`config.mk`:
```
export PLATFORM = sky130hd
export DESIGN_NAME = ddr2_cmd_ctrl
export DESIGN_NICKNAME = d
export VERILOG_FILES = /design/src/logic/ddr2_pkg.sv /design/src/logic/ddr2_cmd_ctrl.sv
export SDC_FILE = /design/constraint.sdc
export NUM_CORES = 1
export LEC_CHECK = 0
export BUFFER_PORTS_ARGS = -buffer_cell sky130_fd_sc_hd__buf_4
export CAP_MARGIN = 20
export CORE_MARGIN = 2
export CORE_UTILIZATION = 53
export DETAILED_ROUTE_END_ITERATION = 7
export PLACE_DENSITY = 0.71
export SETUP_SLACK_MARGIN = 0.2
export SYNTH_ARGS = -nofsm -noshare
export SYNTH_HDL_FRONTEND = slang
export SYNTH_SLANG_ARGS = --single-unit
export TNS_END_PERCENT = 30
```
`constraint.sdc`:
```
create_clock -name sys_clk -period 9.4 [get_ports sys_clk]
set_clock_uncertainty 0.05 [all_clocks]
set_input_delay 0.94 -clock sys_clk [delete_from_list [all_inputs] [get_ports sys_clk]]
set_output_delay 0.94 -clock sys_clk [all_outputs]
set_load 0.01 [all_outputs]
```
`src/logic/ddr2_pkg.sv`:
```
// Constants, codes and timing for the DDR2 command-issuing controller.
// Assumes one 125 MHz clock; timing figures are plain defaults to be tuned per part.
package ddr2_pkg;
  localparam int NUM_BANKS = 8;
  localparam int BA_W      = 3;
  localparam int ADDR_W    = 14;
  localparam int AP_BIT    = 10;
  localparam int CNT_W     = 8;

  localparam int CLK_PERIOD_PS = 8000;
  localparam int T_RCD_PS      = 15000;
  localparam int T_RP_PS       = 15000;
  localparam int T_RFC_PS      = 195000;
  localparam int T_WR_PS       = 15000;
  localparam int T_WTR_PS      = 7500;
  localparam int T_MRD_TCK     = 2;
  localparam int CAS_LAT       = 5;
  localparam int BURST_LEN     = 4;

  localparam logic [CNT_W-1:0] RCD_CYC   = CNT_W'((T_RCD_PS + CLK_PERIOD_PS - 1) / CLK_PERIOD_PS);
  localparam logic [CNT_W-1:0] RP_CYC    = CNT_W'((T_RP_PS + CLK_PERIOD_PS - 1) / CLK_PERIOD_PS);
  localparam logic [CNT_W-1:0] RFC_CYC   = CNT_W'((T_RFC_PS + CLK_PERIOD_PS - 1) / CLK_PERIOD_PS);
  localparam logic [CNT_W-1:0] WR_CYC    = CNT_W'((T_WR_PS + CLK_PERIOD_PS - 1) / CLK_PERIOD_PS);
  localparam logic [CNT_W-1:0] WTR_CYC   = CNT_W'((T_WTR_PS + CLK_PERIOD_PS - 1) / CLK_PERIOD_PS);
  localparam logic [CNT_W-1:0] MRD_CYC   = CNT_W'(T_MRD_TCK);
  localparam logic [CNT_W-1:0] BURST_CYC = CNT_W'(BURST_LEN / 2);
  localparam logic [CNT_W-1:0] AP_RD_CYC = CNT_W'(BURST_LEN / 2) + RP_CYC;
  localparam logic [CNT_W-1:0] AP_WR_CYC = CNT_W'(CAS_LAT - 1 + BURST_LEN / 2) + WR_CYC + RP_CYC;
  localparam logic [CNT_W-1:0] RD2WR_CYC = CNT_W'(BURST_LEN / 2 + 2);
  localparam logic [CNT_W-1:0] WR2RD_CYC = CNT_W'(CAS_LAT - 1 + BURST_LEN / 2) + WTR_CYC;

  // Pin pattern {cs_b, ras_b, cas_b, we_b}
  localparam logic [3:0] PIN_DESEL = 4'hf;
  localparam logic [3:0] PIN_NOP   = 4'h7;
  localparam logic [3:0] PIN_ACT   = 4'h3;
  localparam logic [3:0] PIN_RD    = 4'h5;
  localparam logic [3:0] PIN_WR    = 4'h4;
  localparam logic [3:0] PIN_PRE   = 4'h2;
  localparam logic [3:0] PIN_REF   = 4'h1;
  localparam logic [3:0] PIN_LM    = 4'h0;

  typedef enum logic [2:0] {
    CMD_NOP     = 3'h0,
    CMD_ACT     = 3'h1,
    CMD_RD      = 3'h2,
    CMD_WR      = 3'h3,
    CMD_PRE     = 3'h4,
    CMD_PRE_ALL = 3'h5,
    CMD_REF     = 3'h6,
    CMD_LM      = 3'h7
  } req_cmd_e;

  typedef enum logic [2:0] {
    ST_IDLE        = 3'h0,
    ST_ACTIVATING  = 3'h1,
    ST_ACTIVE      = 3'h2,
    ST_READ        = 3'h3,
    ST_WRITE       = 3'h4,
    ST_AUTO_PRE    = 3'h5,
    ST_PRECHARGING = 3'h6
  } bank_state_e;

  typedef enum logic [1:0] {
    DEV_NORMAL   = 2'h0,
    DEV_REFRESH  = 2'h1,
    DEV_MODE_REG = 2'h2,
    DEV_PRE_ALL  = 2'h3
  } dev_state_e;
endpackage

```
`src/logic/ddr2_cmd_ctrl.sv`:
```
// Command issuer for a DDR2 SDRAM: tracks every bank and the device-wide state,
// and puts a request on the pins only when it is legal.
// Assumes requests are synchronous to sys_clk and held until acknowledged.
`timescale 1ns/1ns
`default_nettype none
module ddr2_cmd_ctrl (
  // Clock and reset
  input  wire logic                          sys_clk,
  input  wire logic                          rst_b,
  // Request port
  input  wire logic                          req_valid,
  input  wire logic [2:0]                    req_cmd,
  input  wire logic [ddr2_pkg::BA_W-1:0]     req_bank,
  input  wire logic [ddr2_pkg::ADDR_W-1:0]   req_addr,
  output logic                               req_ack,
  // Status
  output logic                               all_idle,
  output logic                               dev_busy,
  // Memory command pins
  output logic                               ddr_cke,
  output logic                               ddr_cs_b,
  output logic                               ddr_ras_b,
  output logic                               ddr_cas_b,
  output logic                               ddr_we_b,
  output logic [ddr2_pkg::BA_W-1:0]          ddr_ba,
  output logic [ddr2_pkg::ADDR_W-1:0]        ddr_addr
);
  localparam int NB = ddr2_pkg::NUM_BANKS;
  localparam int CW = ddr2_pkg::CNT_W;

  ddr2_pkg::bank_state_e       bank_st_r [NB];
  ddr2_pkg::bank_state_e       bank_st_nxt [NB];
  logic [CW-1:0]               bank_cnt_r [NB];
  logic [CW-1:0]               bank_cnt_nxt [NB];
  ddr2_pkg::dev_state_e        dev_st_r, dev_st_nxt;
  logic [CW-1:0]               dev_cnt_r, dev_cnt_nxt;
  logic [CW-1:0]               bus_cnt_r, bus_cnt_nxt;
  logic [CW-1:0]               rd_blk_r, rd_blk_nxt;
  logic [CW-1:0]               wr_blk_r, wr_blk_nxt;
  logic [3:0]                  pin_r, pin_nxt;
  logic [ddr2_pkg::BA_W-1:0]   ba_r, ba_nxt;
  logic [ddr2_pkg::ADDR_W-1:0] addr_r, addr_nxt;
  logic                        ack_r, ack_nxt;
  logic                        cke_r, cke_prev_r;
  logic                        idle_r, idle_nxt;
  logic                        busy_r, busy_nxt;
  logic                        all_idle_c, any_busy_c, legal, take;
  ddr2_pkg::req_cmd_e          cmd;
  ddr2_pkg::bank_state_e       tgt_st;

  assign cmd    = ddr2_pkg::req_cmd_e'(req_cmd);
  assign tgt_st = bank_st_r[req_bank];

  always_comb begin
    all_idle_c = 1'b1;
    any_busy_c = 1'b0;
    for (int b = 0; b < NB; b++) begin
      if (bank_st_r[b] != ddr2_pkg::ST_IDLE) begin
        all_idle_c = 1'b0;
      end
      if (bank_st_r[b] == ddr2_pkg::ST_ACTIVATING || bank_st_r[b] == ddr2_pkg::ST_AUTO_PRE ||
          bank_st_r[b] == ddr2_pkg::ST_PRECHARGING) begin
        any_busy_c = 1'b1;
      end
    end
  end

  // Legality: target bank's state plus shared bus and turnaround counters; precharge-all, refresh and mode load judged on all banks
  always_comb begin
    unique case (cmd)
      ddr2_pkg::CMD_NOP:     legal = 1'b1;
      ddr2_pkg::CMD_ACT:     legal = (tgt_st == ddr2_pkg::ST_IDLE);
      ddr2_pkg::CMD_RD:      legal = (tgt_st == ddr2_pkg::ST_ACTIVE || tgt_st == ddr2_pkg::ST_READ ||
                                      tgt_st == ddr2_pkg::ST_WRITE) && bus_cnt_r == '0 && rd_blk_r == '0;
      ddr2_pkg::CMD_WR:      legal = (tgt_st == ddr2_pkg::ST_ACTIVE || tgt_st == ddr2_pkg::ST_READ ||
                                      tgt_st == ddr2_pkg::ST_WRITE) && bus_cnt_r == '0 && wr_blk_r == '0;
      ddr2_pkg::CMD_PRE:     legal = (tgt_st == ddr2_pkg::ST_ACTIVE || tgt_st == ddr2_pkg::ST_READ ||
                                      tgt_st == ddr2_pkg::ST_WRITE || tgt_st == ddr2_pkg::ST_IDLE) && bus_cnt_r == '0;
      ddr2_pkg::CMD_PRE_ALL: legal = !any_busy_c && bus_cnt_r == '0;
      ddr2_pkg::CMD_REF:     legal = all_idle_c && bus_cnt_r == '0;
      ddr2_pkg::CMD_LM:      legal = all_idle_c && bus_cnt_r == '0;
    endcase
  end

  // CKE held high out of reset, never power-down, so refresh timing stays with the user
  assign take = req_valid && legal && !ack_r && dev_st_r == ddr2_pkg::DEV_NORMAL &&
                cke_r && cke_prev_r;

  always_comb begin
    dev_st_nxt  = dev_st_r;
    dev_cnt_nxt = (dev_cnt_r != '0) ? dev_cnt_r - 1'b1 : dev_cnt_r;
    bus_cnt_nxt = (bus_cnt_r != '0) ? bus_cnt_r - 1'b1 : bus_cnt_r;
    rd_blk_nxt  = (rd_blk_r != '0) ? rd_blk_r - 1'b1 : rd_blk_r;
    wr_blk_nxt  = (wr_blk_r != '0) ? wr_blk_r - 1'b1 : wr_blk_r;
    if (dev_st_r != ddr2_pkg::DEV_NORMAL && dev_cnt_r == '0) begin
      dev_st_nxt = ddr2_pkg::DEV_NORMAL;
    end
    for (int b = 0; b < NB; b++) begin
      bank_st_nxt[b]  = bank_st_r[b];
      bank_cnt_nxt[b] = (bank_cnt_r[b] != '0) ? bank_cnt_r[b] - 1'b1 : bank_cnt_r[b];
      if (bank_cnt_r[b] == '0) begin
        unique case (bank_st_r[b])
          ddr2_pkg::ST_ACTIVATING:  bank_st_nxt[b] = ddr2_pkg::ST_ACTIVE;
          ddr2_pkg::ST_READ:        bank_st_nxt[b] = ddr2_pkg::ST_ACTIVE;
          ddr2_pkg::ST_WRITE:       bank_st_nxt[b] = ddr2_pkg::ST_ACTIVE;
          ddr2_pkg::ST_AUTO_PRE:    bank_st_nxt[b] = ddr2_pkg::ST_IDLE;
          ddr2_pkg::ST_PRECHARGING: bank_st_nxt[b] = ddr2_pkg::ST_IDLE;
          ddr2_pkg::ST_IDLE:        bank_st_nxt[b] = ddr2_pkg::ST_IDLE;
          ddr2_pkg::ST_ACTIVE:      bank_st_nxt[b] = ddr2_pkg::ST_ACTIVE;
          default:                  bank_st_nxt[b] = ddr2_pkg::ST_IDLE;
        endcase
      end
    end
    pin_nxt  = ddr2_pkg::PIN_NOP;
    ba_nxt   = '0;
    addr_nxt = '0;
    ack_nxt  = take;
    if (take) begin
      ba_nxt   = req_bank;
      addr_nxt = req_addr;
      unique case (cmd)
        ddr2_pkg::CMD_NOP: pin_nxt = ddr2_pkg::PIN_NOP;
        ddr2_pkg::CMD_ACT: begin
          pin_nxt                = ddr2_pkg::PIN_ACT;
          bank_st_nxt[req_bank]  = ddr2_pkg::ST_ACTIVATING;
          bank_cnt_nxt[req_bank] = ddr2_pkg::RCD_CYC - 1'b1;
        end
        ddr2_pkg::CMD_RD, ddr2_pkg::CMD_WR: begin
          pin_nxt     = (cmd == ddr2_pkg::CMD_RD) ? ddr2_pkg::PIN_RD : ddr2_pkg::PIN_WR;
          bus_cnt_nxt = ddr2_pkg::BURST_CYC - 1'b1;
          if (cmd == ddr2_pkg::CMD_RD) begin
            wr_blk_nxt = ddr2_pkg::RD2WR_CYC - 1'b1;
          end else begin
            rd_blk_nxt = ddr2_pkg::WR2RD_CYC - 1'b1;
          end
          if (req_addr[ddr2_pkg::AP_BIT]) begin
            bank_st_nxt[req_bank]  = ddr2_pkg::ST_AUTO_PRE;
            bank_cnt_nxt[req_bank] = ((cmd == ddr2_pkg::CMD_RD) ? ddr2_pkg::AP_RD_CYC : ddr2_pkg::AP_WR_CYC) - 1'b1;
          end else begin
            bank_st_nxt[req_bank]  = (cmd == ddr2_pkg::CMD_RD) ? ddr2_pkg::ST_READ : ddr2_pkg::ST_WRITE;
            bank_cnt_nxt[req_bank] = ddr2_pkg::BURST_CYC - 1'b1;
          end
        end
        ddr2_pkg::CMD_PRE: begin
          pin_nxt                        = ddr2_pkg::PIN_PRE;
          addr_nxt[ddr2_pkg::AP_BIT]     = 1'b0;
          bank_st_nxt[req_bank]          = ddr2_pkg::ST_PRECHARGING;
          bank_cnt_nxt[req_bank]         = ddr2_pkg::RP_CYC - 1'b1;
        end
        ddr2_pkg::CMD_PRE_ALL: begin
          pin_nxt                    = ddr2_pkg::PIN_PRE;
          addr_nxt[ddr2_pkg::AP_BIT] = 1'b1;
          dev_st_nxt                 = ddr2_pkg::DEV_PRE_ALL;
          dev_cnt_nxt                = ddr2_pkg::RP_CYC - 1'b1;
          for (int b = 0; b < NB; b++) begin
            bank_st_nxt[b]  = ddr2_pkg::ST_PRECHARGING;
            bank_cnt_nxt[b] = ddr2_pkg::RP_CYC - 1'b1;
          end
        end
        ddr2_pkg::CMD_REF: begin
          pin_nxt     = ddr2_pkg::PIN_REF;
          dev_st_nxt  = ddr2_pkg::DEV_REFRESH;
          dev_cnt_nxt = ddr2_pkg::RFC_CYC - 1'b1;
        end
        ddr2_pkg::CMD_LM: begin
          pin_nxt     = ddr2_pkg::PIN_LM;
          dev_st_nxt  = ddr2_pkg::DEV_MODE_REG;
          dev_cnt_nxt = ddr2_pkg::MRD_CYC - 1'b1;
        end
      endcase
    end
    idle_nxt = 1'b1;
    for (int b = 0; b < NB; b++) begin
      if (bank_st_nxt[b] != ddr2_pkg::ST_IDLE) begin
        idle_nxt = 1'b0;
      end
    end
    busy_nxt = (dev_st_nxt != ddr2_pkg::DEV_NORMAL);
  end

  always_ff @(posedge sys_clk) begin
    if (!rst_b) begin
      for (int b = 0; b < NB; b++) begin
        bank_st_r[b]  <= ddr2_pkg::ST_IDLE;
        bank_cnt_r[b] <= '0;
      end
      dev_st_r   <= ddr2_pkg::DEV_NORMAL;
      dev_cnt_r  <= '0;
      bus_cnt_r  <= '0;
      rd_blk_r   <= '0;
      wr_blk_r   <= '0;
      pin_r      <= ddr2_pkg::PIN_DESEL;
      ba_r       <= '0;
      addr_r     <= '0;
      ack_r      <= 1'b0;
      cke_r      <= 1'b0;
      cke_prev_r <= 1'b0;
      idle_r     <= 1'b1;
      busy_r     <= 1'b0;
    end else begin
      bank_st_r  <= bank_st_nxt;
      bank_cnt_r <= bank_cnt_nxt;
      dev_st_r   <= dev_st_nxt;
      dev_cnt_r  <= dev_cnt_nxt;
      bus_cnt_r  <= bus_cnt_nxt;
      rd_blk_r   <= rd_blk_nxt;
      wr_blk_r   <= wr_blk_nxt;
      pin_r      <= pin_nxt;
      ba_r       <= ba_nxt;
      addr_r     <= addr_nxt;
      ack_r      <= ack_nxt;
      cke_r      <= 1'b1;
      cke_prev_r <= cke_r;
      idle_r     <= idle_nxt;
      busy_r     <= busy_nxt;
    end
  end

  assign req_ack   = ack_r;
  assign all_idle  = idle_r;
  assign dev_busy  = busy_r;
  assign ddr_cke   = cke_r;
  assign ddr_cs_b  = pin_r[3];
  assign ddr_ras_b = pin_r[2];
  assign ddr_cas_b = pin_r[1];
  assign ddr_we_b  = pin_r[0];
  assign ddr_ba    = ba_r;
  assign ddr_addr  = addr_r;

  localparam int RCD_D = int'(ddr2_pkg::RCD_CYC);
  localparam int RP_D  = int'(ddr2_pkg::RP_CYC);
  localparam int RFC_D = int'(ddr2_pkg::RFC_CYC);
endmodule
`default_nettype wire

```
# Word level (Yosys, flattened, before mapping)
# Index checks and enable logic that the tools add are counted.
op_classes:
  addsub: 13
  n_mul: 0
  div: 0
  n_lt_le_gt_ge: 2
  eq_ne: 58
  shift: 0
  n_mux: 88
  bitwise: 13
  n_reduce_logical: 93
op_table:
  columns: ["operator", "n"]
  rows:
  - ["64-bit case mux with 3 select lines", 1]
  - ["8-bit 2-to-1 mux", 22]
  - ["64-bit 2-to-1 mux", 2]
  - ["8-bit zero test", 12]
  - ["24-bit case mux with 4 select lines", 1]
  - ["8-bit nonzero test", 12]
  - ["8-bit by 1-bit subtractor with 8-bit output (second input constant)", 12]
  - ["3-bit equality test (second input constant)", 29]
  - ["64-bit bitwise mux", 1]
  - ["3-bit by 2-bit equality test with 1-bit output (second input constant)", 20]
  - ["56-bit bitwise AND", 1]
  - ["56-bit NOT", 1]
  - ["24-bit 2-to-1 mux", 2]
  - ["3-bit nonzero test", 16]
  - ["3-bit 2-to-1 mux", 12]
  - ["16-bit OR", 2]
  - ["4-bit OR reduction", 8]
  - ["3-bit by 1-bit equality test with 1-bit output (second input constant)", 9]
  - ["1-bit 2-to-1 mux", 26]
  - ["24-bit bitwise mux", 1]
  - ["8-bit demux with 3-bit select", 1]
  - ["4-bit case mux with 6 select lines", 1]
  - ["2-bit 2-to-1 mux", 10]
  - ["1-bit logical OR", 19]
  - ["23 further kinds", 46]
totals:
  regBits: 148
  latch_bits: 0
  ramBits: 0
  rom_bits: 0
  out_inout_bits: 25
  wordCells: 297
  memories: 0

# Depth between registers and ports, before layout
logic_depth:
  ltp_word: 29
  ltp_mapped: 14
  ltp_nobuf: 11

# Least setup slack after synthesis
# Ideal clock, no wire load.
synth_path:
  path_kind: "input port to flip-flop"
  start: "in req_bank[2] (netlist name)"
  end: "reg idle_r, in the netlist all_idle"
  setup_time_ps: 96
  t_arrival_ps: 3612
  required_ps: 9254
  path_slack_ps: 5642
  cell_stages: 12
  path_buffers: 2
  cell_sequence: "buf_2 -> mux4_2 -> mux2i_4 -> o21ai_2 -> a22o_1 -> and3_1 -> o31a_1 -> buf_6 -> a22oi_1 -> o22ai_1 -> or4_1 -> o41ai_2"
synth_via:
  elab_chain_len: 25
  word_cells_on_any_way: 55
  classes_between: "order compare (2); eq/ne (3); mux (18); bitwise (10); reduce/logical (22)"
synth_lines:
  columns: ["element", "line_no", "source"]
  rows:
  - ["from (decl)", "ddr2_cmd_ctrl.sv:13", "input wire logic [ddr2_pkg::BA_W-1:0] req_bank,"]
  - ["3-bit NOT with 4-bit output (*)", null, null]
  - ["3-bit binary-select mux with 3-bit select", "ddr2_cmd_ctrl.sv:52", "assign tgt_st = bank_st_r[req_bank];"]
  - ["3-bit 2-to-1 mux (implied by the code) (2 in a row)", "ddr2_cmd_ctrl.sv:52", null]
  - ["3-bit by 2-bit equality test with 1-bit output", "ddr2_cmd_ctrl.sv:73, ddr2_cmd_ctrl.sv:75, ddr2_cmd_ctrl.sv:77", null]
  - ["1-bit logical OR (2 in a row)", "ddr2_cmd_ctrl.sv:73, ddr2_cmd_ctrl.sv:75, ddr2_cmd_ctrl.sv:77", null]
  - ["1-bit logical OR or 1-bit logical AND (tied branches)", "ddr2_cmd_ctrl.sv:78, ddr2_cmd_ctrl.sv:74, ddr2_cmd_ctrl.sv:76", null]
  - ["1-bit logical AND (on tied branches)", "ddr2_cmd_ctrl.sv:78, ddr2_cmd_ctrl.sv:74, ddr2_cmd_ctrl.sv:76", null]
  - ["1-bit case mux with 7 select lines", "ddr2_cmd_ctrl.sv:70", "unique case (cmd)"]
  - ["1-bit logical AND (4 in a row)", "ddr2_cmd_ctrl.sv:86", "assign take = req_valid && legal && !ack_r && dev_st_r == ddr2_pkg::DEV_NORMAL &&"]
  - ["1-bit logical AND", "ddr2_cmd_ctrl.sv:87", "cke_r && cke_prev_r;"]
  - ["24-bit 2-to-1 mux (*)", "ddr2_cmd_ctrl.sv:118", "if (take) begin"]
  - ["3-bit nonzero test", "ddr2_cmd_ctrl.sv:174", "if (bank_st_nxt[b] != ddr2_pkg::ST_IDLE) begin"]
  - ["1-bit 2-to-1 mux (7 in a row)", "ddr2_cmd_ctrl.sv:174", null]
  - ["1-bit 2-to-1 mux (*)", "ddr2_cmd_ctrl.sv:174", null]
  - ["to (signal assigned)", "ddr2_cmd_ctrl.sv:214", "idle_r <= idle_nxt;"]
  - ["to (decl)", "ddr2_cmd_ctrl.sv:45", "logic idle_r, idle_nxt;"]
# Mark *: on every way between the ends. The rest lies on a longest branch, timed or not. The select of a mux whose other input is x is not followed.
# A chain may end at the register's enable or synchronous reset.

# Worst setup path in the final report
layout_path:
  start: "in req_bank[0] (netlist name)"
  end: "reg bank_cnt_r[41] (netlist name)"
layout_via:
  elab_chain_len: 16
  word_cells_on_any_way: 32
  classes_between: "order compare (2); eq/ne (3); mux (10); bitwise (3); reduce/logical (14)"
layout_lines:
  columns: ["element", "line_no", "source"]
  rows:
  - ["3-bit NOT with 4-bit output (*)", null, null]
  - ["3-bit binary-select mux with 3-bit select", "ddr2_cmd_ctrl.sv:52", null]
  - ["3-bit 2-to-1 mux (implied by the code) (2 in a row)", "ddr2_cmd_ctrl.sv:52", null]
  - ["3-bit by 2-bit equality test with 1-bit output", "ddr2_cmd_ctrl.sv:73, ddr2_cmd_ctrl.sv:75, ddr2_cmd_ctrl.sv:77", null]
  - ["1-bit logical OR (2 in a row)", "ddr2_cmd_ctrl.sv:73, ddr2_cmd_ctrl.sv:75, ddr2_cmd_ctrl.sv:77", null]
  - ["1-bit logical OR or 1-bit logical AND (tied branches)", "ddr2_cmd_ctrl.sv:78, ddr2_cmd_ctrl.sv:74, ddr2_cmd_ctrl.sv:76", null]
  - ["1-bit logical AND (on tied branches)", "ddr2_cmd_ctrl.sv:78, ddr2_cmd_ctrl.sv:74, ddr2_cmd_ctrl.sv:76", null]
  - ["1-bit case mux with 7 select lines", "ddr2_cmd_ctrl.sv:70", null]
  - ["1-bit logical AND (4 in a row)", "ddr2_cmd_ctrl.sv:86", null]
  - ["1-bit logical AND", "ddr2_cmd_ctrl.sv:87", null]
  - ["64-bit 2-to-1 mux (*)", "ddr2_cmd_ctrl.sv:118", null]
  - ["to (signal assigned)", "ddr2_cmd_ctrl.sv:202", "bank_cnt_r <= bank_cnt_nxt;"]
  - ["to (decl)", "ddr2_cmd_ctrl.sv:33", "logic [CW-1:0] bank_cnt_r [NB];"]
# Marked as above.

==> summary.md <==
| Metric | Value |
|---|---|
| Wirelength per Cell | approximately 16 um |
| Post-layout min period | 4.16 ns |
| Comb pwr share | between 40% and 50% |
| Hold path startpoint | bus_cnt_r[3] |
| Data arrival, critical path | 4.46 ns |
| Num Clock Sinks | 148 |
| Clock network fraction of design power | 24.1% |
| Diode count | 0 |
| Number of iterations in the first detailed-routing pass | 5 |
| Pin count of the biggest net entering global routing | 48 |
| Cell leakage power | 3.59 nW |
| Post-CTS setup buffer count | 0 |
| Mapped Avg Cell Area | 8.12 um2 |
| Ys flop type | dfxtp_1 |
| RSZ-0062 raised after global routing | false |
| Post-DP HPWL | 13500 um |
| Synth warn | 0 |
| Wirelength, routed | between 15000 and 20000 um |
| Worst-path clk slew | around 0.06 ns |
| Fin nets | slightly above 1000 |
| Sw Ratio | 37.9% |
| Die height | 123 um |
| F_max | approximately 240 MHz |
| GPL Wtd Cong | 1.02 |
| R2R cell count | 11 |
| Post-synthesis sequential area ratio | 39.3% |
| TritonCTS clock tree | done |
| Hold Path Class | flip-flop to flip-flop |
| Worst VDD drop | 0.217 mV |
| Pre-CTS setup slack | 4.90 ns |
| Area leader, netlist | dfxtp_1 |
| Final setup fails | 0 |
| Post-synth cell types | 57 |
| Starting Density | 54.4% |
| CP Data Required Time | 9.70 ns |
| DRC viols | 0 |
| Slew Limit Fails | 0 |
| GR Util met1 | between 30 and 40% |
| DIE AREA | 0.0152 mm2 |
| Vias/cell | between 5 and 6 |
| Max-cap violations | 0 |
| Clk Tree Root Cell | clkbuf_16 |
| CP Launch Type | input pin |
| Post-synth top cells | nor2_1, dfxtp_1, nand2_1 |
| ANT nets after route | 0 |
| R2R setup slack | ~5.5 ns |
| Final Hold Fails | 0 |
| Core area | around 0.014 mm2 |
| Io pins | 48 |
| M3 GR Usage | 7.56% |
| Filler instances | 1214 |
| CP max FO | 28 |
| Register share of total power | 34.8% |
| Post-route setup slack | 5.24 ns |
| Reg2reg start | bus_cnt_r[0] |
| GR Util met2 | 41.2% |
| Setup TNS | 0 ns |
| Initial antenna violation count | 0 |
| Busiest layer in global routing | met2 |
| Area grow syn2layout | 14.1% |
| Die X | 123 um |
| Hold-fix buffers, CTS | 0 |
| Crit. End Element | flip-flop |
| Slew margin rel. | a little under two fifths |
| Vias in the first global route | 6271 |
| Status | finished clean |
| Top cell type's share of synthesized area | between 30% and 40% |
| EDFF count, synth | 0 |
| Share of cells above drive strength 1 | 10.9% |
| Post-CTS sizing | 0 |
| Row count | 43 |
| Power Density | 328 mW/mm2 |
| Post-synthesis cell count | 930 |
| Async SR Flop Fraction | 0% |
| Hold worst-path end | bus_cnt_r[3] |
| Max Root-Sink Buffers | 2 |
| Reg-to-reg endpoint | bank_cnt_r[41] |
| Clk Latency, worst-skew pair | between 0.4 and 0.5 ns |
| Internal | 1.75 mW |
| Most numerous cell in the Yosys netlist | nor2_1 |
| Vias | slightly below 7000 |
| DR iter-0 viols | 534 |
| Port Buffer Count | 47 |
| Setup Crit Path Kind | input pin to flip-flop |
| Period utilization | 44.2% |
| First-pass GRT wire length | 30800 um |
| Synth Cell Area | 0.00755 mm2 |
| Top cells by area, synth | dfxtp_1, nor2_1, xnor2_1 |
| Least-Margin Pin Slew | 0.923 ns |
| H-tree lvl count | 4 |
| Syn nets | 974 |
| Hold depth | 2 |
| P_sw | 1.07 mW |
| Yosys reg bits | 148 |
| GRT Residual Overflow | 0 |
| GRT Total Usage | a little over a quarter |
| Num CTS Buffers | 17 |
[per-layer routing]
metal	wire [um]	share of wire, %	vias to the layer above
met3	1670	8.8	54
met1	8330	44	3109
met4	596	3.1	0
met2	8520	45	302
met5	0	0	-
li1	-	-	3280
[critical path, cell delays in order]
cell,delay (ns)
buf_4,0.20
mux4_1,0.57
mux2i_1,0.19
and2_1,0.19
nand2_1,0.09
a21o_1,0.21
nand3_1,0.69
nand2_1,0.31
or3_1,0.58
or2_2,0.33
a21oi_1,0.13
[layout by cell type (no fill, tap or decap), types with 11 or more instances in the layout]
cell | Yosys | layout
nor2b_1 | 11 | 11
nand2b_1 | 12 | 12
dfxtp_1 | 148 | 148
and3_1 | 22 | 22
clkbuf_16 | 0 | 17
and2_1 | 30 | 30
nor4_1 | 14 | 14
nand3_1 | 29 | 29
nand2_1 | 86 | 86
inv_1 | 39 | 39
a21oi_1 | 40 | 40
o21ai_0 | 32 | 32
ha_1 | 21 | 21
nor3_1 | 20 | 20
xor2_1 | 39 | 39
o22ai_1 | 16 | 16
buf_4 | 0 | 53
nor2_1 | 168 | 168
xnor2_1 | 41 | 41
nand3b_1 | 12 | 12
[layout make-up]
type | instances | area (um2) | area share, %
Timing Repair Buffer | 53 | 398 | 4.62
Tap cell | 180 | 225 | 2.61
Clock inverter | 13 | 150 | 1.74
Sequential cell | 148 | 2960 | 34.4
Inverter | 39 | 146 | 1.70
Clock buffer | 19 | 443 | 5.14
Multi-Input combinational cell | 708 | 4290 | 49.8
[through the flow]
step | instance area, um2 | total power, mW | hold slack, ns | utilization (%) | std cells
after floorplan | 7550 | 1.93 | 0.398 | - | 930
after global placement | 8020 | 2.13 | 0.414 | 57.8 | 1128
after detailed placement | 8020 | 2.14 | 0.421 | 57.8 | 1128
after CTS | 8610 | 2.84 | 0.435 | 62.1 | 1160
after global routing | 8610 | 3.07 | 0.460 | 62.1 | 1160
final | 8610 | 2.83 | 0.433 | 62.1 | 1160
[worst max path at each step]
stage                      from        endpoint  slack, ns  cells after the start
global route        req_bank[0]  bank_cnt_r[41]       4.92                     11
detailed placement  req_bank[0]  bank_cnt_r[17]       4.90                     11
finish              req_bank[0]  bank_cnt_r[41]       5.24                     11
floorplan           req_bank[2]        all_idle       5.64                     12
CTS                 req_bank[0]        all_idle       5.32                     11
global placement    req_bank[0]   bank_cnt_r[1]       4.97                     11
[cells by family after synthesis]
logic type | after synthesis | share of synthesized area, %
simple gates | 436 | 27.3
compound gates | 159 | 13.9
flops | 148 | 39.3
xor+xnor | 80 | 9.28
buf+inv | 74 | 3.93
fa+ha+maj | 21 | 3.48
mux | 12 | 2.85
[power by group through the flow]
stage | sequential, mW | combinational (mW) | clock [mW]
finish | 0.984 | 1.16 | 0.680
detailed placement | 0.992 | 1.15 | 0
global route | 1.01 | 1.34 | 0.718
CTS | 0.984 | 1.17 | 0.691
global placement | 0.990 | 1.14 | 0
floorplan | 0.960 | 0.974 | 0
[state kept, by name (all words and copies together) (netlist names)]
register / flops
ddr_addr: 14
ddr_cke: 1
wr_blk_r: 8
rd_blk_r: 8
pin_r: 4
bank_st_r: 24
dev_st_r: 2
ddr_ba: 3
dev_cnt_r: 8
all_idle: 1
cke_prev_r: 1
bank_cnt_r: 64
dev_busy: 1
req_ack: 1
bus_cnt_r: 8
Power figures use the tool's default switching activity.
